--- src/hw/epm_pkg.sv ---
package epm_pkg;

    localparam int CLK_PERIOD_NS = 10;
    localparam int ADDR_W        = 18;
    localparam int DATA_W        = 16;
    localparam int ID_W          = 8;
    localparam int TMR_W         = 16;
    localparam int TRY_W         = 4;

    // Programming pulse on chip select, microseconds
    localparam int PULSE_NOM_US  = 100;
    localparam int PULSE_MIN_US  = 95;
    localparam int PULSE_MAX_US  = 105;
    localparam int PULSE_NOM_CYC = PULSE_NOM_US * 1000 / CLK_PERIOD_NS;

    // Address and data setup before a pulse, also used for supply settling
    localparam int SETUP_US  = 2;
    localparam int SETUP_CYC = (SETUP_US * 1000 + CLK_PERIOD_NS - 1) / CLK_PERIOD_NS;

    // Slowest access time and output disable time
    localparam int ACCESS_NS   = 150;
    localparam int ACCESS_CYC  = (ACCESS_NS + CLK_PERIOD_NS - 1) / CLK_PERIOD_NS;
    localparam int DISABLE_NS  = 100;
    localparam int DISABLE_CYC = (DISABLE_NS + CLK_PERIOD_NS - 1) / CLK_PERIOD_NS;

    // Two-flop input synchroniser plus one cycle of margin
    localparam int SYNC_STAGES = 2;
    localparam int SAMPLE_CYC  = ACCESS_CYC + SYNC_STAGES + 1;

    localparam int MAX_TRIES = 10;
    localparam int ID_BIT    = 0;

    localparam logic [DATA_W-1:0] ID_MASK   = 16'h00ff;
    localparam logic [DATA_W-1:0] DATA_ZERO = 16'h0000;
    localparam logic [ADDR_W-1:0] ADDR_ZERO = 18'h00000;

    typedef enum logic [1:0] {
        EPM_OP_READ,
        EPM_OP_SIG,
        EPM_OP_PROG
    } epm_op_t;

    typedef struct packed {
        epm_op_t           op;
        logic [ADDR_W-1:0] addr;
        logic [DATA_W-1:0] data;
    } epm_cmd_t;

    typedef struct packed {
        logic [DATA_W-1:0] data;
        logic              ok;
        logic [TRY_W-1:0]  tries;
    } epm_rsp_t;

    typedef struct packed {
        logic [ADDR_W-1:0] address_inputs;
        logic              chip_sel_n;
        logic              out_drv_n;
        logic              vpp_high;
        logic              id_select_hv_pin;
        logic [DATA_W-1:0] data_pins_out;
        logic              data_pins_oe;
    } epm_pins_t;

endpackage

--- src/hw/epm_host.sv ---
`timescale 1ns/1ps
module epm_host #(
    parameter int PULSE_CYCLES = epm_pkg::PULSE_NOM_CYC
) (
    input  wire logic                         clk,
    input  wire logic                         nrst,
    input  wire logic                         cmd_valid,
    output logic                              cmd_ready,
    input  wire epm_pkg::epm_cmd_t            cmd,
    output logic                              rsp_valid,
    output epm_pkg::epm_rsp_t                 rsp,
    output epm_pkg::epm_pins_t                pins,
    input  wire logic [epm_pkg::DATA_W-1:0]   data_pins_in
);

    typedef enum logic [3:0] {
        ST_IDLE,
        ST_READ,
        ST_SETUP,
        ST_PULSE,
        ST_RELEASE,
        ST_VERIFY,
        ST_TURN,
        ST_REVERT,
        ST_FINAL,
        ST_DONE
    } epm_state_t;

    localparam logic [epm_pkg::TMR_W-1:0] T_PULSE   = epm_pkg::TMR_W'(PULSE_CYCLES - 1);
    localparam logic [epm_pkg::TMR_W-1:0] T_SETUP   = epm_pkg::TMR_W'(epm_pkg::SETUP_CYC - 1);
    localparam logic [epm_pkg::TMR_W-1:0] T_DISABLE = epm_pkg::TMR_W'(epm_pkg::DISABLE_CYC - 1);
    localparam logic [epm_pkg::TMR_W-1:0] T_SAMPLE  = epm_pkg::TMR_W'(epm_pkg::SAMPLE_CYC - 1);
    localparam logic [epm_pkg::TMR_W-1:0] T_ZERO    = '0;
    localparam logic [epm_pkg::TRY_W-1:0] TRY_MAX   = epm_pkg::TRY_W'(epm_pkg::MAX_TRIES);
    localparam logic [epm_pkg::TRY_W-1:0] TRY_ONE   = epm_pkg::TRY_W'(1);

    epm_state_t                      state_reg,  state_next;
    logic [epm_pkg::TMR_W-1:0]       timer_reg,  timer_next;
    logic [epm_pkg::TRY_W-1:0]       tries_reg,  tries_next;
    logic                            ok_reg,     ok_next;
    logic                            sig_reg,    sig_next;
    logic [epm_pkg::DATA_W-1:0]      want_reg,   want_next;
    logic [epm_pkg::DATA_W-1:0]      rdata_reg,  rdata_next;
    epm_pkg::epm_pins_t              pins_reg,   pins_next;
    logic [epm_pkg::DATA_W-1:0]      sync1_reg;
    logic [epm_pkg::DATA_W-1:0]      sync2_reg;
    logic                            timer_done;
    logic [epm_pkg::DATA_W-1:0]      unfixable;

    localparam epm_pkg::epm_pins_t PINS_IDLE = '{address_inputs:   epm_pkg::ADDR_ZERO,
                         chip_sel_n:       1'b1,
                         out_drv_n:        1'b1,
                         vpp_high:         1'b0,
                         id_select_hv_pin: 1'b0,
                         data_pins_out:    epm_pkg::DATA_ZERO,
                         data_pins_oe:     1'b0};

    assign timer_done = (timer_reg == T_ZERO);
    // Bits that read zero but must be one cannot be repaired
    assign unfixable  = want_reg & ~sync2_reg;

    assign cmd_ready = (state_reg == ST_IDLE);
    assign rsp_valid = (state_reg == ST_DONE);
    assign rsp       = '{data: rdata_reg, ok: ok_reg, tries: tries_reg};
    assign pins      = pins_reg;

    always_comb begin
        state_next = state_reg;
        timer_next = timer_done ? T_ZERO : timer_reg - 1'b1;
        tries_next = tries_reg;
        ok_next    = ok_reg;
        sig_next   = sig_reg;
        want_next  = want_reg;
        rdata_next = rdata_reg;
        pins_next  = pins_reg;
        unique case (state_reg)
            ST_IDLE: begin
                pins_next = PINS_IDLE;
                if (cmd_valid) begin
                    tries_next = '0;
                    ok_next    = 1'b1;
                    want_next  = cmd.data;
                    pins_next.address_inputs = cmd.addr;
                    if (cmd.op == epm_pkg::EPM_OP_PROG) begin
                        sig_next                = 1'b0;
                        pins_next.vpp_high      = 1'b1;
                        pins_next.data_pins_out = cmd.data;
                        pins_next.data_pins_oe  = 1'b1;
                        timer_next              = T_SETUP;
                        state_next              = ST_SETUP;
                    end else begin
                        sig_next             = (cmd.op == epm_pkg::EPM_OP_SIG);
                        pins_next.chip_sel_n = 1'b0;
                        pins_next.out_drv_n  = 1'b0;
                        if (cmd.op == epm_pkg::EPM_OP_SIG) begin
                            pins_next.address_inputs = epm_pkg::ADDR_ZERO;
                            pins_next.address_inputs[epm_pkg::ID_BIT] =
                                cmd.addr[epm_pkg::ID_BIT];
                            pins_next.id_select_hv_pin = 1'b1;
                        end
                        timer_next = T_SAMPLE;
                        state_next = ST_READ;
                    end
                end
            end
            ST_READ: begin
                if (timer_done) begin
                    rdata_next = sig_reg ? (sync2_reg & epm_pkg::ID_MASK) : sync2_reg;
                    pins_next  = PINS_IDLE;
                    state_next = ST_DONE;
                end
            end
            ST_SETUP: begin
                if (timer_done) begin
                    pins_next.chip_sel_n = 1'b0;
                    tries_next           = tries_reg + TRY_ONE;
                    timer_next           = T_PULSE;
                    state_next           = ST_PULSE;
                end
            end
            ST_PULSE: begin
                if (timer_done) begin
                    pins_next.chip_sel_n = 1'b1;
                    timer_next           = T_DISABLE;
                    state_next           = ST_RELEASE;
                end
            end
            ST_RELEASE: begin
                // Data is held past the pulse end, then the bus is turned around
                pins_next.data_pins_oe = 1'b0;
                if (timer_done && !pins_reg.data_pins_oe) begin
                    pins_next.out_drv_n = 1'b0;
                    timer_next          = T_SAMPLE;
                    state_next          = ST_VERIFY;
                end
            end
            ST_VERIFY: begin
                if (timer_done) begin
                    pins_next.out_drv_n = 1'b1;
                    if (sync2_reg == want_reg) begin
                        timer_next = T_SETUP;
                        state_next = ST_REVERT;
                    end else if (unfixable != epm_pkg::DATA_ZERO ||
                                 tries_reg == TRY_MAX) begin
                        ok_next    = 1'b0;
                        timer_next = T_SETUP;
                        state_next = ST_REVERT;
                    end else begin
                        timer_next = T_DISABLE;
                        state_next = ST_TURN;
                    end
                    if (state_next == ST_REVERT) begin
                        pins_next.vpp_high = 1'b0;
                    end
                end
            end
            ST_TURN: begin
                if (timer_done) begin
                    pins_next.data_pins_out = want_reg;
                    pins_next.data_pins_oe  = 1'b1;
                    timer_next              = T_SETUP;
                    state_next              = ST_SETUP;
                end
            end
            ST_REVERT: begin
                if (timer_done) begin
                    pins_next.chip_sel_n = 1'b0;
                    pins_next.out_drv_n  = 1'b0;
                    timer_next           = T_SAMPLE;
                    state_next           = ST_FINAL;
                end
            end
            ST_FINAL: begin
                if (timer_done) begin
                    rdata_next = sync2_reg;
                    ok_next    = ok_reg && (sync2_reg == want_reg);
                    pins_next  = PINS_IDLE;
                    state_next = ST_DONE;
                end
            end
            ST_DONE: begin
                state_next = ST_IDLE;
            end
        endcase
    end

    always_ff @(posedge clk) begin
        if (!nrst) begin
            state_reg <= ST_IDLE;
            timer_reg <= '0;
            tries_reg <= '0;
            ok_reg    <= 1'b0;
            sig_reg   <= 1'b0;
            want_reg  <= '0;
            rdata_reg <= '0;
            pins_reg  <= '{address_inputs:   epm_pkg::ADDR_ZERO,
                           chip_sel_n:       1'b1,
                           out_drv_n:        1'b1,
                           vpp_high:         1'b0,
                           id_select_hv_pin: 1'b0,
                           data_pins_out:    epm_pkg::DATA_ZERO,
                           data_pins_oe:     1'b0};
            sync1_reg <= '0;
            sync2_reg <= '0;
        end else begin
            state_reg <= state_next;
            timer_reg <= timer_next;
            tries_reg <= tries_next;
            ok_reg    <= ok_next;
            sig_reg   <= sig_next;
            want_reg  <= want_next;
            rdata_reg <= rdata_next;
            pins_reg  <= pins_next;
            sync1_reg <= data_pins_in;
            sync2_reg <= sync1_reg;
        end
    end

endmodule

--- config.mk ---
export PLATFORM = sky130hd
export DESIGN_NAME = epm_host
export DESIGN_NICKNAME = d
export VERILOG_FILES = /design/src/hw/epm_pkg.sv /design/src/hw/epm_host.sv
export SDC_FILE = /design/constraint.sdc
export NUM_CORES = 1
export LEC_CHECK = 0
export ABC_CLOCK_PERIOD_IN_PS = 7300
export BUFFER_PORTS_ARGS = -buffer_cell sky130_fd_sc_hd__buf_2
export CAP_MARGIN = 20
export CORE_ASPECT_RATIO = 1.4
export CORE_MARGIN = 2
export CORE_UTILIZATION = 50
export DETAILED_ROUTE_END_ITERATION = 6
export PLACE_DENSITY_LB_ADDON = 0.2
export SYNTH_ARGS = -nofsm -noshare
export SYNTH_HDL_FRONTEND = slang
export SYNTH_SLANG_ARGS = --single-unit
--- constraint.sdc ---
create_clock -name clk -period 7.3 [get_ports clk]
set_clock_uncertainty 0.15 [all_clocks]
set_input_delay 0.73 -clock clk [delete_from_list [all_inputs] [get_ports clk]]
set_output_delay 0.73 -clock clk [all_outputs]
set_load 0.02 [all_outputs]
==> metrics.txt, run 1 <==
Fin Setup TNS=0 ns; Finished Cell Area=6989 um2; Slew HR=38.31%; I/O pins=117; Clk Latency, worst-skew pair=0.41 ns; Pwr per Cell Area=439.9 nW/um2; status=complete, no violations; Static Leak=0.002881 uW; Final Hold Fails=0; CTS Root Cell=clkbuf_16; CP max FO=25; Distinct cells, synth=64; CP Data Required Time=6.42 ns; grt ovf=0; final core utilization=61.64%; adder-cell share of the synthesized area=4.321%; Total Wirelength=15930 um; Post-Synth XOR/XNOR Area=2.268%; drt wl/cell=17.53 um; # fillers=962; mapped cell area=5792 um2; Worst-path clk slew=0.06 ns; fin crit share=54.85%; main combinational cell family by area after synthesis=simple AND/OR/NAND/NOR gates; R2R depth=8; H-tree lvl count=4; worst hold path class=flop to flop; Simple-Gate Fraction of Synth Area=22.83%; most common cell after layout, fill and taps aside=dfxtp_1; Worst EP arrival=3.12 ns; PostCTS Resize Cnt=0; CTS buffer count=17; dpl cell area=6381 um2; Pre-antenna DRT Iters=7; Slew @ Worst Pin=0.9254 ns; Reg2Reg Capture Point=pins[26]; synthesis-to-layout area growth=20.67%; Layout Nets=827; Critical Path Start Type=flop; fin crit period=4.004 ns; Antenna Nets Post-Route=0; Setup crit start=state_reg[3]; Worst R2R Setup Slack=3.51 ns; Max clock buf depth=2; yosys warns=0; clock sink count=129; initial antenna violation count=0; Final Slew Violations=0; r2r startpoint=state_reg[3]; number of antenna repair diodes=0; post-synthesis mux area share=0.6913%; Die Y-Extent=131.3 um; die area=12470 um2; most frequent cells in the layout=129 x dfxtp_1, 116 x buf_2, 79 x nand2_1; DRT iter0 DRCs=355; gpl congestion=0.9075; DRC viols=0; peak supply drop=0.3617 mV; Synth Flop Type=dfxtp_1; Die X-Extent=94.96 um; Max-Cap Viols=0; row count=46; Via Count=5251; CORE AREA=11340 um2; sequential area share after synthesis=44.59%; DP HPWL=11180 um; synthesized instance count=656; Starting Density=51.08%; PortBufs=116; GRT Util Overall=25.96%; Largest register FFs=39; Post-Synthesis Net Count=731; compound-cell area share of the yosys netlist=19.64%; RSZ-0062 raised after global routing=false; largest net degree at the start of global routing=63; CTS tree=yes; critical path type=flop to primary output; Async S/R FF share, synth=0%; first-pass GRT wire length=25390 um; crit path to=cmd_ready; Worst Setup End Kind=primary output; Max Freq=249.7 MHz; flops & latches, synth=129; Post-CTS Hold Buffers=0; Final setup viols=0; vias per cell=5.777; EDFF count, synth=0; ratio of cells with drive above 1 in the final layout=23.92%; Syn Area/Cell=8.829 um2; post-CTS setup buffer count=0; via count of the first global-routing pass=5109
[critical path, cell delays in order (launching register included)]
cell and delay (ns):
dfxtp_1 0.59, or4_1 1.07, inv_1 0.75, buf_2 0.29
[cell usage after synthesis, types with 10 or more instances]
| library cell | count | area share, % |
|---|---|---|
| xnor2_1 | 10 | 1.5 |
| nand3_1 | 18 | 1.6 |
| nor2_1 | 47 | 3.0 |
| dfxtp_1 | 129 | 45 |
| ha_1 | 20 | 4.3 |
| a21oi_1 | 52 | 4.5 |
| nand4_1 | 10 | 1.1 |
| nand2_1 | 79 | 5.1 |
| inv_1 | 24 | 1.6 |
| clkbuf_1 | 34 | 2.2 |
| a211oi_2 | 10 | 2.2 |
| nor3_1 | 26 | 2.2 |
| and2_1 | 33 | 3.6 |
| a32oi_1 | 17 | 2.6 |
| a22oi_1 | 16 | 2.1 |
[layout make-up]
cell class	instances	area (um2)	share of cell area [%]
tap	144	180.2	2.578
multi-input combinational	455	2888	41.32
clock buffer	17	425.4	6.087
clock inverter	15	175.2	2.506
timing repair buffer	125	648.1	9.273
sequential	129	2582	36.95
inverter	24	90.09	1.289
[metrics by stage]
stage,hold WS (ns),cells,setup WS [ns],power (uW)
finish,0.2796,909,3.296,3075
global route,0.3031,909,3.117,3249
CTS,0.2827,908,3.125,3075
detailed placement,0.2695,876,3.136,2215
global placement,0.2617,876,3.426,2182
floorplan,0.2557,656,4.903,1930
[kinds of logic after synthesis]
logic type,count (synthesis)
adders and majority gates,20
buffers and inverters,72
AOI/OAI and AO/OA,157
xor gates and xnor gates,15
and+or+nand+nor,259
muxes,4
DFF,129
[where the power goes]
group	switching [uW]	leakage [uW]	internal [uW]
sequential	136	0.00106	849
clock	344	0.000291	514
combinational	790	0.00153	441
[worst min-delay path by stage]
stage / from / to / slack [ns] / depth (start not counted)
floorplan: sync1_reg[3] / sync2_reg[3] / 0.26 / 1
global placement: sync1_reg[3] / sync2_reg[3] / 0.26 / 1
detailed placement: sync1_reg[4] / sync2_reg[4] / 0.27 / 1
CTS: sync1_reg[6] / sync2_reg[6] / 0.28 / 1
global route: sync1_reg[6] / sync2_reg[6] / 0.30 / 1
finish: sync1_reg[3] / sync2_reg[3] / 0.28 / 1
[per-layer routing]
| layer | vias up | GRT usage (%) | wire (um) |
|---|---|---|---|
| met5 | - | 0 | 0 |
| met2 | 181 | 45.98 | 8458 |
| li1 | 2541 | - | - |
| met4 | 0 | 11.19 | 481 |
| met3 | 31 | 5.447 | 816 |
| met1 | 2498 | 29.32 | 6176 |
Power figures use the tool's default switching activity.
==> run 2: changes to the inputs <==
--- a/config.mk
+++ b/config.mk
@@ -5,7 +5,7 @@
 export SDC_FILE = /design/constraint.sdc
 export NUM_CORES = 1
 export LEC_CHECK = 0
-export ABC_CLOCK_PERIOD_IN_PS = 7300
+export ABC_CLOCK_PERIOD_IN_PS = 3800
 export BUFFER_PORTS_ARGS = -buffer_cell sky130_fd_sc_hd__buf_2
 export CAP_MARGIN = 20
 export CORE_ASPECT_RATIO = 1.4
==> constraint.sdc (replaced) <==
create_clock -name clk -period 3.8 [get_ports clk]
set_clock_uncertainty 0.15 [all_clocks]
set_input_delay 0.38 -clock clk [delete_from_list [all_inputs] [get_ports clk]]
set_output_delay 0.38 -clock clk [all_outputs]
set_load 0.02 [all_outputs]
==> metrics.txt, run 2 (synthesis gave the netlist of run 1 again) <==
status=complete, no violations (unchanged); CTS buffer count=17 (unchanged); Hold Crit Start=data_pins_in[6] (was sync1_reg[3]); Slew @ Worst Pin=0.7232 ns (was 0.9254 ns); CORE AREA=11340 um2 (unchanged); CTS Root Cell=clkbuf_16 (unchanged); critical path type=flop to primary output (unchanged); Static Leak=0.002916 uW (was 0.002881 uW); Total Wirelength=16230 um (was 15930 um); Largest register FFs=39 (unchanged); pre-CTS setup slack=0.9444 ns (was 3.136 ns); Worst Hold Slack=0.01533 ns (was 0.2796 ns); Final Slew Violations=0 (unchanged); DRT iter0 DRCs=285 (was 355); RSZ-0062 raised after global routing=false (unchanged); Worst Setup End Kind=primary output (unchanged); first-pass GRT wire length=25630 um (was 25390 um); critical path's slowest cell=or4_1 (unchanged); Die Y-Extent=131.3 um (unchanged); WP buf/inv=4 (was 2); Finished Cell Area=7039 um2 (was 6989 um2); Post-CTS Hold Buffers=0 (unchanged); DP HPWL=11610 um (was 11180 um); Reg2Reg Capture Point=pins[24] (was pins[26]); CP Data Required Time=3.27 ns (was 6.42 ns); most frequent cells in the layout=129 x dfxtp_1, 116 x buf_2, 79 x nand2_1 (unchanged); Max-Cap Viols=0 (unchanged); Starting Density=51.08% (unchanged); Pre-antenna DRT Iters=5 (was 7); Critical Path Start Type=flop (unchanged); most frequent cell on the critical path=buf_4; Die X-Extent=94.96 um (unchanged); grt ovf=0 (unchanged); clock sink count=129 (unchanged); die area=12470 um2 (unchanged); Worst R2R Setup Slack=0.94 ns (was 3.51 ns); dpl cell area=6454 um2 (was 6381 um2); Layout Nets=834 (was 827); I/O pins=117 (unchanged); Final Hold Fails=0 (unchanged); PostCTS Resize Cnt=0 (unchanged); Critical Path, Cell by Cell=buf_4 > or4_1 > inv_1 > buf_4 > buf_2 (was or4_1 > inv_1 > buf_2); fin crit period=2.898 ns; Hold Path Stages=2 (was 1); largest net degree at the start of global routing=54 (was 63); gpl congestion=0.8826 (was 0.9075); vias per cell=5.806 (was 5.777); drt wl/cell=17.70 um (was 17.53 um); CP max FO=24 (was 25); r2r startpoint=timer_reg[0] (was state_reg[3]); row count=46 (unchanged); total power draw=5921 uW (was 3075 uW); Clk Latency, worst-skew pair=0.42 ns (was 0.41 ns); # fillers=1001 (was 962); CTS tree=yes (unchanged); Max clock buf depth=2 (unchanged); peak supply drop=0.4057 mV (was 0.3617 mV); Hold Path Sink=sync1_reg[6] (was sync2_reg[3]); Max Freq=345.1 MHz; post-CTS setup buffer count=0 (unchanged); Worst EP arrival=2.37 ns (was 3.12 ns); GRT Util Overall=26.40% (was 25.96%); initial antenna violation count=1 (was 0); synthesis-to-layout area growth=21.54% (was 20.67%); Pwr per Cell Area=841.1 nW/um2 (was 439.9 nW/um2); Via Count=5324 (was 5251); H-tree lvl count=4 (unchanged); Max stage delay on crit path=0.72 ns (was 1.07 ns); Slew HR=51.63% (was 38.31%); most common cell after layout, fill and taps aside=dfxtp_1 (unchanged); CP top delay family=buffers and inverters (was simple AND/OR/NAND/NOR gates); fin crit share=76.26%; Worst-path clk slew=0.06 ns (about the same); via count of the first global-routing pass=5241 (was 5109); PortBufs=116 (unchanged); ratio of cells with drive above 1 in the final layout=24.61% (was 23.92%); Antenna Nets Post-Route=0 (unchanged); worst hold path class=input pin to flop (was flop to flop); worst setup margin=0.9022 ns (was 3.296 ns); Final setup viols=0 (unchanged); R2R depth=9 (was 8); Fin Setup TNS=0 ns (unchanged); DRC viols=0 (unchanged)
[run 2: changes by cell type in the layout (fill, tap and decap cells not counted)]
cell	previous run	this run
diode_2	0	1
buf_4	9	15
buf_12	0	1
inv_6	4	6
clkbuf_8	0	1
clkinvlp_4	2	1
bufinv_16	2	1
inv_8	3	2
[run 2: final cells by class]
class	count	area, um2	area share, %
antenna	1	2.502	0.03555
clock buffer	18	439.2	6.239
clock inverter	14	143.9	2.044
inverter	24	90.09	1.280
multi-input combinational	455	2888	41.02
sequential	129	2582	36.69
tap	144	180.2	2.560
timing repair buffer	132	713.2	10.13
[run 2: power breakdown]
part	internal (uW)	total (uW)	leakage, uW	switching, uW
registers	1630	1840	0.00106	210
clock network	940	1600	0.000287	663
logic	886	2480	0.00157	1590
[run 2: worst register-to-register path: stages (launching register included)]
cell     delay (ns)
dfxtp_1        0.33
inv_1          0.11
ha_1           0.16
nor4b_1        0.29
nand2_1        0.10
buf_4          0.22
or4_1          0.74
buf_4          0.34
a32oi_1        0.23
nor2_1         0.06
[run 2: metrics by stage]
stage | util (%) | std cells
global route | 62.08 | 917
global placement | 56.92 | 884
floorplan | - | 656
detailed placement | 56.92 | 884
finish | 62.08 | 917
CTS | 62.06 | 916
[run 2: worst max path at each step]
| stage | startpoint | to | slack (ns) | depth (start not counted) |
|---|---|---|---|---|
| after global routing | timer_reg[0] | pins[24] | 0.68 | 9 |
| final | state_reg[3] | cmd_ready | 0.90 | 5 |
| after detailed placement | timer_reg[0] | pins[24] | 0.94 | 9 |
| after floorplan | timer_reg[7] | pins[37] | 1.41 | 7 |
| after global placement | timer_reg[7] | pins[37] | 1.03 | 6 |
| after CTS | state_reg[3] | cmd_ready | 0.91 | 5 |
[run 2: per-layer routing]
layer	global-route usage, %	share of wire [%]	wire, um
met5	0	0	0
met4	15.78	4.6	743
met3	5.275	5.8	935
met2	46.30	53	8543
met1	28.42	37	6009
